$ cat src/rtl/lkd_pkg.sv
// constants and types for the link delay calibration register bank
package lkd_pkg;
    // ************************************************************
    // bus and register map
    // ************************************************************
    localparam int         ADDR_W   = 8;
    localparam int         DATA_W   = 32;
    localparam logic [7:0] OFS_RTD  = 8'h58;
    localparam logic [7:0] OFS_SLIP = 8'h5C;
    localparam logic [7:0] OFS_CALC = 8'h60;
    localparam logic [7:0] OFS_CALT = 8'h64;

    // ************************************************************
    // field widths and positions
    // ************************************************************
    localparam int RTD_W          = 20;
    localparam int SLIP_W         = 5;
    localparam int STEP_W         = 9;
    localparam int CYC_W          = 8;
    localparam int CUR_W          = 10;
    localparam int RX_SLIP_LSB    = 16;
    localparam int TX_SLIP_EN_BIT = 5;
    localparam int TX_SLIP_LSB    = 0;
    localparam int CAL_RST_BIT    = 16;
    localparam int CAL_CHK_BIT    = 8;
    localparam int CAL_EN_BIT     = 0;
    localparam int STEP_LSB       = 16;
    localparam int CYC_LSB        = 0;

    // ************************************************************
    // reset values
    // ************************************************************
    localparam logic [RTD_W-1:0]  RTD_RST  = 20'h00000;
    localparam logic [SLIP_W-1:0] SLIP_RST = 5'h00;
    localparam logic [DATA_W-1:0] RD_ZERO  = 32'h00000000;

    // ************************************************************
    // types
    // ************************************************************
    typedef struct packed {
        logic rst;
        logic chk;
        logic en;
    } lkd_cal_ctrl_t;

    typedef struct packed {
        logic [STEP_W-1:0] step;
        logic [CYC_W-1:0]  cycle;
    } lkd_cal_target_t;

    localparam lkd_cal_ctrl_t   CAL_CTRL_RST = 3'h0;
    localparam lkd_cal_target_t CAL_TGT_RST  = 17'h00000;

    typedef enum logic {BUS_IDLE, BUS_ACK} lkd_bus_state_t;
    typedef enum logic {MEAS_IDLE, MEAS_COUNT} lkd_meas_state_t;
endpackage

$ cat src/rtl/lkd_pulse_delay.sv
// delays a trigger pulse by a programmable number of cycles
`timescale 1ns/1ps
`default_nettype none
module lkd_pulse_delay #(
    parameter int W = 20
) (
    // clock and reset
    input  wire logic         clk,
    input  wire logic         sys_rst,
    // trigger and delay
    input  wire logic         trig,
    input  wire logic [W-1:0] delay,
    // delayed pulse
    output var  logic         pulse_ff
);

    // ************************************************************
    // countdown
    // ************************************************************
    localparam logic [W-1:0] ONE  = W'(1);
    localparam logic [W-1:0] ZERO = W'(0);

    logic [W-1:0] cnt_ff;
    logic         busy_ff;
    wire          zero_dly = (delay == ZERO);
    wire          expire   = busy_ff && (cnt_ff == ONE);

    always_ff @(posedge clk) begin
        if (sys_rst) begin
            cnt_ff   <= ZERO;
            busy_ff  <= 1'b0;
            pulse_ff <= 1'b0;
        end else begin
            pulse_ff <= (trig && zero_dly) || expire; // see RQ2
            if (trig && !zero_dly) begin
                cnt_ff  <= delay;
                busy_ff <= 1'b1;
            end else if (busy_ff) begin
                cnt_ff  <= cnt_ff - ONE;
                busy_ff <= !expire;
            end
        end
    end
endmodule
`default_nettype wire

$ cat src/rtl/lkd_regs.sv
// link delay calibration register bank with avalon-mm slave
//
// Functional notes
// RQ1 - round trip delay, 20 bits read only, in output clock periods
// RQ2 - measured delay shifts aux receive pulse against aux transmit pulse
// RQ3 - round trip field refreshed once per radio frame
// RQ4 - 5-bit read-only receive slip count, may change during xcvr reset
// RQ5 - receive slip updates on comma move while alignment active
// RQ6 - written transmit slip applied only while manual enable set
// RQ7 - transmit link gets slip bits held in 5-bit field
// RQ8 - software keeps transmit slip at most 9 or 19 by line rate
// RQ9 - calibration reset holds calibration logic and external unit in reset
// RQ10 - calibration reset keeps control bits, but overrides periodic check
// RQ11 - periodic check compares step plus cycle against current delay
// RQ12 - mismatch in consistency check starts a recalibration
// RQ13 - without periodic check, check only when enable is set
// RQ14 - calibration runs while enable is one, stops when zero
// RQ15 - target register exists only in slave variants with calibration
// RQ16 - 9-bit field gives fractional cycles in step units
// RQ17 - 8-bit field gives whole output clock cycles
// RQ18 - reserved bits read zero, writes to them ignored
`timescale 1ns/1ps
`default_nettype none
module lkd_regs #(
    parameter bit HAS_TARGET = 1'b1
) (
    // clock and reset
    input  wire logic                             clk,
    input  wire logic                             sys_rst,
    // avalon-mm slave
    input  wire logic [lkd_pkg::ADDR_W-1:0]       avs_address,
    input  wire logic                             avs_read,
    input  wire logic                             avs_write,
    input  wire logic [lkd_pkg::DATA_W-1:0]       avs_writedata,
    output var  logic [lkd_pkg::DATA_W-1:0]       avs_readdata,
    output var  logic                             avs_waitrequest,
    // round trip measurement
    input  wire logic                             tx_sync_pulse,
    input  wire logic                             rx_sync_pulse,
    input  wire logic                             radio_frame_pulse,
    input  wire logic                             aux_transmit_frame_pulse,
    output var  logic                             aux_receive_frame_pulse,
    // word aligner and transmit slip
    input  wire logic [lkd_pkg::SLIP_W-1:0]       rx_slip_value,
    input  wire logic                             comma_moved,
    input  wire logic                             word_align_active,
    input  wire logic                             xcvr_resetting,
    output var  logic [lkd_pkg::SLIP_W-1:0]       tx_slip_value,
    // single-trip calibration
    input  wire logic                             hyperframe_pulse,
    input  wire logic [lkd_pkg::CUR_W-1:0]        cal_current_delay,
    output var  logic                             cal_logic_reset,
    output var  logic                             external_phase_unit_reset,
    output var  logic                             cal_active,
    output var  logic                             recal_start,
    output var  lkd_pkg::lkd_cal_target_t         cal_target
);

    // ************************************************************
    // declarations
    // ************************************************************
    lkd_pkg::lkd_bus_state_t    bus_state_ff;
    lkd_pkg::lkd_meas_state_t   meas_state_ff;
    lkd_pkg::lkd_cal_ctrl_t     cal_ctrl_ff;
    lkd_pkg::lkd_cal_target_t   cal_tgt_ff;
    logic [lkd_pkg::RTD_W-1:0]  count_ff;
    logic [lkd_pkg::RTD_W-1:0]  captured_ff;
    logic [lkd_pkg::RTD_W-1:0]  rtd_ff;
    logic [lkd_pkg::SLIP_W-1:0] rx_slip_ff;
    logic [lkd_pkg::SLIP_W-1:0] tx_slip_in_ff;
    logic                       tx_slip_en_ff;
    logic                       aux_tx_prev_ff;
    logic                       cal_en_prev_ff;

    localparam logic [lkd_pkg::RTD_W-1:0] CNT_ONE = 20'h00001;
    localparam logic [lkd_pkg::RTD_W-1:0] CNT_MAX = 20'hFFFFF;

    // ************************************************************
    // address decode
    // ************************************************************
    function automatic logic hit(input logic [lkd_pkg::ADDR_W-1:0] a,
                                 input logic [7:0] ofs);
        hit = (a == ofs);
    endfunction

    wire req      = avs_read || avs_write;
    wire sel_rtd  = hit(avs_address, lkd_pkg::OFS_RTD);
    wire sel_slip = hit(avs_address, lkd_pkg::OFS_SLIP);
    wire sel_calc = hit(avs_address, lkd_pkg::OFS_CALC);
    wire sel_calt = hit(avs_address, lkd_pkg::OFS_CALT) && HAS_TARGET;
    wire wr_take  = (bus_state_ff == lkd_pkg::BUS_ACK) && avs_write;

    // ************************************************************
    // read data mux, reserved bits zero
    // ************************************************************
    logic [lkd_pkg::DATA_W-1:0] rd_rtd;
    logic [lkd_pkg::DATA_W-1:0] rd_slip;
    logic [lkd_pkg::DATA_W-1:0] rd_calc;
    logic [lkd_pkg::DATA_W-1:0] rd_calt;
    logic [lkd_pkg::DATA_W-1:0] rd_mux;

    always_comb begin
        rd_rtd  = lkd_pkg::RD_ZERO;
        rd_slip = lkd_pkg::RD_ZERO;
        rd_calc = lkd_pkg::RD_ZERO;
        rd_calt = lkd_pkg::RD_ZERO;
        rd_rtd[lkd_pkg::RTD_W-1:0] = rtd_ff; // see RQ1
        rd_slip[lkd_pkg::RX_SLIP_LSB +: lkd_pkg::SLIP_W] =
            rx_slip_ff; // see RQ4
        rd_slip[lkd_pkg::TX_SLIP_EN_BIT] = tx_slip_en_ff;
        rd_slip[lkd_pkg::TX_SLIP_LSB +: lkd_pkg::SLIP_W] = tx_slip_in_ff;
        rd_calc[lkd_pkg::CAL_RST_BIT] = cal_ctrl_ff.rst;
        rd_calc[lkd_pkg::CAL_CHK_BIT] = cal_ctrl_ff.chk;
        rd_calc[lkd_pkg::CAL_EN_BIT]  = cal_ctrl_ff.en;
        rd_calt[lkd_pkg::STEP_LSB +: lkd_pkg::STEP_W] = cal_tgt_ff.step;
        rd_calt[lkd_pkg::CYC_LSB +: lkd_pkg::CYC_W]   = cal_tgt_ff.cycle;
    end

    assign rd_mux = sel_rtd  ? rd_rtd  : // see RQ18
                    sel_slip ? rd_slip :
                    sel_calc ? rd_calc :
                    sel_calt ? rd_calt : lkd_pkg::RD_ZERO;
    wire [lkd_pkg::DATA_W-1:0] rd_word = avs_read ? rd_mux : lkd_pkg::RD_ZERO;

    // ************************************************************
    // bus handshake
    // ************************************************************
    always_ff @(posedge clk) begin
        if (sys_rst) begin
            bus_state_ff    <= lkd_pkg::BUS_IDLE;
            avs_waitrequest <= 1'b1;
            avs_readdata    <= lkd_pkg::RD_ZERO;
        end else begin
            case (bus_state_ff)
                lkd_pkg::BUS_IDLE: begin
                    if (req) begin
                        bus_state_ff    <= lkd_pkg::BUS_ACK;
                        avs_waitrequest <= 1'b0;
                        avs_readdata    <= rd_word;
                    end
                end
                lkd_pkg::BUS_ACK: begin
                    bus_state_ff    <= lkd_pkg::BUS_IDLE;
                    avs_waitrequest <= 1'b1;
                end
                default: begin
                    bus_state_ff    <= lkd_pkg::BUS_IDLE;
                    avs_waitrequest <= 1'b1;
                end
            endcase
        end
    end

    // ************************************************************
    // writable registers
    // ************************************************************
    wire [lkd_pkg::DATA_W-1:0] wd = avs_writedata;

    always_ff @(posedge clk) begin
        if (sys_rst) begin
            tx_slip_in_ff <= lkd_pkg::SLIP_RST;
            tx_slip_en_ff <= 1'b0;
            cal_ctrl_ff   <= lkd_pkg::CAL_CTRL_RST;
            cal_tgt_ff    <= lkd_pkg::CAL_TGT_RST;
        end else if (wr_take) begin
            if (sel_slip) begin
                tx_slip_in_ff <= wd[lkd_pkg::TX_SLIP_LSB +: lkd_pkg::SLIP_W];
                tx_slip_en_ff <= wd[lkd_pkg::TX_SLIP_EN_BIT];
            end
            if (sel_calc) begin
                cal_ctrl_ff.rst <= wd[lkd_pkg::CAL_RST_BIT];
                cal_ctrl_ff.chk <= wd[lkd_pkg::CAL_CHK_BIT];
                cal_ctrl_ff.en  <= wd[lkd_pkg::CAL_EN_BIT];
            end
            if (sel_calt) begin // see RQ15
                cal_tgt_ff.step  <= // see RQ16
                    wd[lkd_pkg::STEP_LSB +: lkd_pkg::STEP_W];
                cal_tgt_ff.cycle <= // see RQ17
                    wd[lkd_pkg::CYC_LSB +: lkd_pkg::CYC_W];
            end
        end
    end

    // ************************************************************
    // round trip measurement
    // ************************************************************
    wire [lkd_pkg::RTD_W-1:0] count_inc =
        (count_ff == CNT_MAX) ? count_ff : count_ff + CNT_ONE;

    always_ff @(posedge clk) begin
        if (sys_rst) begin
            meas_state_ff <= lkd_pkg::MEAS_IDLE;
            count_ff      <= lkd_pkg::RTD_RST;
            captured_ff   <= lkd_pkg::RTD_RST;
            rtd_ff        <= lkd_pkg::RTD_RST;
        end else begin
            case (meas_state_ff)
                lkd_pkg::MEAS_IDLE: begin
                    if (tx_sync_pulse) begin
                        count_ff      <= CNT_ONE;
                        meas_state_ff <= lkd_pkg::MEAS_COUNT;
                    end
                end
                lkd_pkg::MEAS_COUNT: begin
                    count_ff <= count_inc;
                    if (rx_sync_pulse) begin
                        captured_ff   <= count_ff; // see RQ1
                        meas_state_ff <= lkd_pkg::MEAS_IDLE;
                    end
                end
                default: meas_state_ff <= lkd_pkg::MEAS_IDLE;
            endcase
            if (radio_frame_pulse) begin
                rtd_ff <= captured_ff; // see RQ3
            end
        end
    end

    // ************************************************************
    // aux receive pulse placement
    // ************************************************************
    wire aux_tx_rise = aux_transmit_frame_pulse && !aux_tx_prev_ff;

    always_ff @(posedge clk) begin
        if (sys_rst) begin
            aux_tx_prev_ff <= 1'b0;
        end else begin
            aux_tx_prev_ff <= aux_transmit_frame_pulse;
        end
    end

    lkd_pulse_delay #(
        .W        (lkd_pkg::RTD_W)
    ) u_aux_delay (
        .clk      (clk),
        .sys_rst  (sys_rst),
        .trig     (aux_tx_rise), // see RQ2
        .delay    (rtd_ff),
        .pulse_ff (aux_receive_frame_pulse)
    );

    // ************************************************************
    // bitslip
    // ************************************************************
    wire rx_slip_take = (comma_moved && word_align_active) || xcvr_resetting;

    always_ff @(posedge clk) begin
        if (sys_rst) begin
            rx_slip_ff    <= lkd_pkg::SLIP_RST;
            tx_slip_value <= lkd_pkg::SLIP_RST;
        end else begin
            if (rx_slip_take) begin
                rx_slip_ff <= rx_slip_value; // see RQ4, RQ5
            end
            if (tx_slip_en_ff) begin
                tx_slip_value <= tx_slip_in_ff; // see RQ6, RQ7
            end
        end
    end

    // ************************************************************
    // calibration control and consistency check
    // ************************************************************
    wire [lkd_pkg::CUR_W-1:0] tgt_sum =
        lkd_pkg::CUR_W'(cal_tgt_ff.step) + lkd_pkg::CUR_W'(cal_tgt_ff.cycle);
    wire cal_run     = cal_ctrl_ff.en && !cal_ctrl_ff.rst; // see RQ10
    wire cal_en_rise = cal_ctrl_ff.en && !cal_en_prev_ff;
    wire periodic    = cal_ctrl_ff.chk && hyperframe_pulse; // see RQ11
    wire oneshot     = !cal_ctrl_ff.chk && cal_en_rise; // see RQ13
    wire check_now   = cal_run && (periodic || oneshot); // see RQ10
    wire mismatch    = (tgt_sum != cal_current_delay);

    always_ff @(posedge clk) begin
        if (sys_rst) begin
            cal_en_prev_ff            <= 1'b0;
            cal_logic_reset           <= 1'b0;
            external_phase_unit_reset <= 1'b0;
            cal_active                <= 1'b0;
            recal_start               <= 1'b0;
            cal_target                <= lkd_pkg::CAL_TGT_RST;
        end else begin
            cal_en_prev_ff            <= cal_run;
            cal_logic_reset           <= cal_ctrl_ff.rst; // see RQ9
            external_phase_unit_reset <= cal_ctrl_ff.rst; // see RQ9
            cal_active                <= cal_run; // see RQ14
            recal_start               <= check_now && mismatch; // see RQ12
            cal_target                <= cal_tgt_ff;
        end
    end
endmodule
`default_nettype wire

$ cat config.mk
export PLATFORM = sky130hd
export DESIGN_NAME = lkd_regs
export DESIGN_NICKNAME = d
export VERILOG_FILES = /design/src/rtl/lkd_pkg.sv /design/src/rtl/lkd_pulse_delay.sv /design/src/rtl/lkd_regs.sv
export SDC_FILE = /design/constraint.sdc
export NUM_CORES = 1
export LEC_CHECK = 0
export CORE_AREA = 5 5 159 191
export DETAILED_ROUTE_END_ITERATION = 8
export DIE_AREA = 0 0 164 196
export DONT_BUFFER_PORTS = 1
export GPL_TIMING_DRIVEN = 0
export PLACE_DENSITY = 0.46
export SLEW_MARGIN = 20
export SYNTH_ARGS = -nofsm -noshare
export SYNTH_HDL_FRONTEND = slang
export SYNTH_SLANG_ARGS = --single-unit
$ cat constraint.sdc
create_clock -name clk -period 2.7 [get_ports clk]
set_input_delay 0.135 -clock clk [delete_from_list [all_inputs] [get_ports clk]]
set_output_delay 0.135 -clock clk [all_outputs]
set_load 0.05 [all_outputs]
==> out/qor.csv <==
metric,value,unit
portBuffers,0,
routed_wl,22.4,mm
holdPathStages,3,
start_kind,flop,
tritoncts,yes,
fin_nets,954,
avgRoutedWirePerCell,17.6,um
cpPeakStageDelay,0.52,ns
cpMaxStageDelayCell,a2111oi_1,
die_area,0.0321,mm^2
whs,0.0292,ns
coreArea,0.0284,mm^2
reg2reg_depth,6,
synthTopCellsByArea,"dfxtp_1 46%, mux2i_1 5.8%, nand2_1 5.6%",
syn_area,0.00723,mm^2
multiInputGateArea,0.00363,mm^2
cts.clk_slew.worst_paths,0.07,ns
die_h,196,um
setup_viol,0,
routed_via_density,4.70,
syn_inst,821,
gp_congestion,0.849,
status,completed,
rsz0062_at_grt,false,
slew_headroom,44.5,%
synthFlopType,dfxtp_1,
register_area,0.00334,mm^2
fin_worst_skew,0.0148,ns
path_max_fanout,5,
vias,5981,
rows,68,
fin_tns_setup,0,ns
yosysSeqAreaShare,46.2,%
grt_antenna_before_repair,0,
r2r_end,recal_start,
drtAntennaViolNets,0,
layout.cells.non_filler,1273,
place.detailed.hpwl,17.4,mm
critPathArrivalTime,2.73,ns
htree_levels,4,
min_to,avs_readdata[16],
clkSinkCount,167,
r2r-start,cal_tgt_ff[1],
clock.fmax,0.409,GHz
dr.pass1.iters,4,
hp-class,input port to flop,
reg2reg_slack,0.26,ns
insertion_delay,0.43,ns
synth_edf_count,0,
grt_max_degree,17,
yosysTopAreaCell,dfxtp_1,
synth_common_cells,"167 x dfxtp_1, 107 x nand2_1, 106 x nor2_1",
crit_type,flop to flop,
period_needed,2.44,ns
final_area,0.00859,mm^2
numCtsBuffers,17,
grt_pass1_wl,34.7,mm
postSynthAreaPerCell,8.81,um^2
synth.most_common_cell,dfxtp_1,
grt_pass1_vias,6051,
p_leak,3.12,nW
cts_root_buffer,clkbuf_16,
yosysTopAreaCellShare,46.2,%
diodes,0,
cp_cell_sequence,ha_1 > a211oi_1 > o21bai_1 > a211o_1 > a2111oi_1 > a41oi_1,
drive_above_1_share,6.31,%
end_kind,flop,
area.growth.synth_to_final,18.8,%
clk_path_buf_depth,2,
hold_viol,0,
ys_ff_latch,167,
grt_usage,14.0,%
remaining_drc_errors,0,
hp-start,avs_read,
ys_types,62,
io_pins,127,
maxCapViolCount,0,
grt_overflow_total,0,
drt_iter0_drc,293,
ir_drop,0.344,mV
start_util,25.4,%
cp.required,2.98,ns
power_density,605,mW/mm^2
tightest_slew,0.833,ns
slew_viol_final,0,
nFillCells,3078,
fp.dieW,164,um
period_share,90.5,%
placedCellCount,1212,
synth_async_sr_flop_share,0,%
place_area,0.00773,mm^2
yosys_warnings,0,
[where the power goes]
part	switching, mW	internal [mW]
logic	0.197	0.105
registers	0.0279	2.48
clock network	1.09	1.29
[critical path: cells and delay by family, from the launching register on]
kind,cells,cell delay (ns)
compound gates,5,1.55
fa+ha+maj,1,0.28
flops,1,0.47
[layer usage]
layer	GRT usage, %	vias up	wire, um
met5	0	-	0
met4	3.45	0	310
met3	3.89	25	1300
met2	25.5	137	11500
met1	16.0	2822	9340
li1	-	2997	-
[state kept, by name, summed over array words and instances (netlist names)]
register and cells:
u_aux_delay.pulse_ff 1, recal_start 1, rtd_ff 20, tx_slip_value 5
rx_slip_ff 5, cal_ctrl_ff 3, u_aux_delay.cnt_ff 20, avs_waitrequest 1
avs_readdata 25, cal_en_prev_ff 1, captured_ff 20, bus_state_ff 1
tx_slip_in_ff 5, cal_target 17, u_aux_delay.busy_ff 1, cal_tgt_ff 17
external_phase_unit_reset 1, meas_state_ff 1, aux_tx_prev_ff 1, tx_slip_en_ff 1
count_ff 20
[cells by family after synthesis]
group / share of synthesized area, %
xor+xnor: 4.24
fa+ha+maj: 2.18
buf+inv: 3.91
mux: 6.28
flops: 46.2
simple gates: 22.7
compound gates: 14.4
other cells: 0.0519
[cell usage in the layout (no fill, tap or decap), types with 10 or more instances in the layout]
master	Yosys	final
a211oi_1	20	20
ha_1	11	11
mux2i_1	42	42
a21oi_1	59	59
nor2_1	106	106
clkbuf_16	0	17
nand2b_1	18	18
a22oi_1	11	11
dlygate4sd3_1	0	29
o211ai_1	12	12
xnor2_1	23	23
xor2_1	12	12
nor2b_1	24	24
nor4_1	10	10
clkbuf_1	44	45
nand3_1	10	10
nand2_1	107	107
dfxtp_1	167	167
o21ai_0	11	11
buf_4	10	10
[cell type report]
class	count	area share [%]
Timing Repair Buffer	29	3.38
Tap cell	385	5.61
Buffer	57	2.94
Clock buffer	18	4.99
Sequential cell	167	38.9
Clock inverter	14	1.59
Inverter	8	0.349
Multi-Input combinational cell	595	42.2
[timing repair]
action / 4_1_cts / 5_1_grt
resized for setup: 0 / 1
buffers inserted: 0 / 0
hold buffers: 29 / 0
endpoints found under the setup margin: 0 / 1
hold endpoints to repair: 40 / 0
[per-stage QoR]
| step | setup slack [ns] | power, mW | util (%) |
|---|---|---|---|
| after CTS | 0.130 | 5.25 | 30.2 |
| final | 0.257 | 5.20 | 30.2 |
| after floorplan | 0.473 | 2.75 | - |
| after global placement | 0.142 | 2.83 | 27.2 |
| after detailed placement | 0.167 | 2.83 | 27.2 |
| after global routing | 0.0265 | 5.37 | 30.2 |
[worst max-delay path by stage]
stage,startpoint,end,slack [ns],cells past startpoint
floorplan,count_ff[0],count_ff[18],0.47,7
global placement,cal_tgt_ff[1],recal_start,0.14,6
detailed placement,cal_tgt_ff[1],recal_start,0.17,6
CTS,cal_tgt_ff[1],recal_start,0.13,6
global route,count_ff[0],count_ff[17],0.03,8
finish,cal_tgt_ff[1],recal_start,0.26,6
Power figures use the tool's default switching activity.
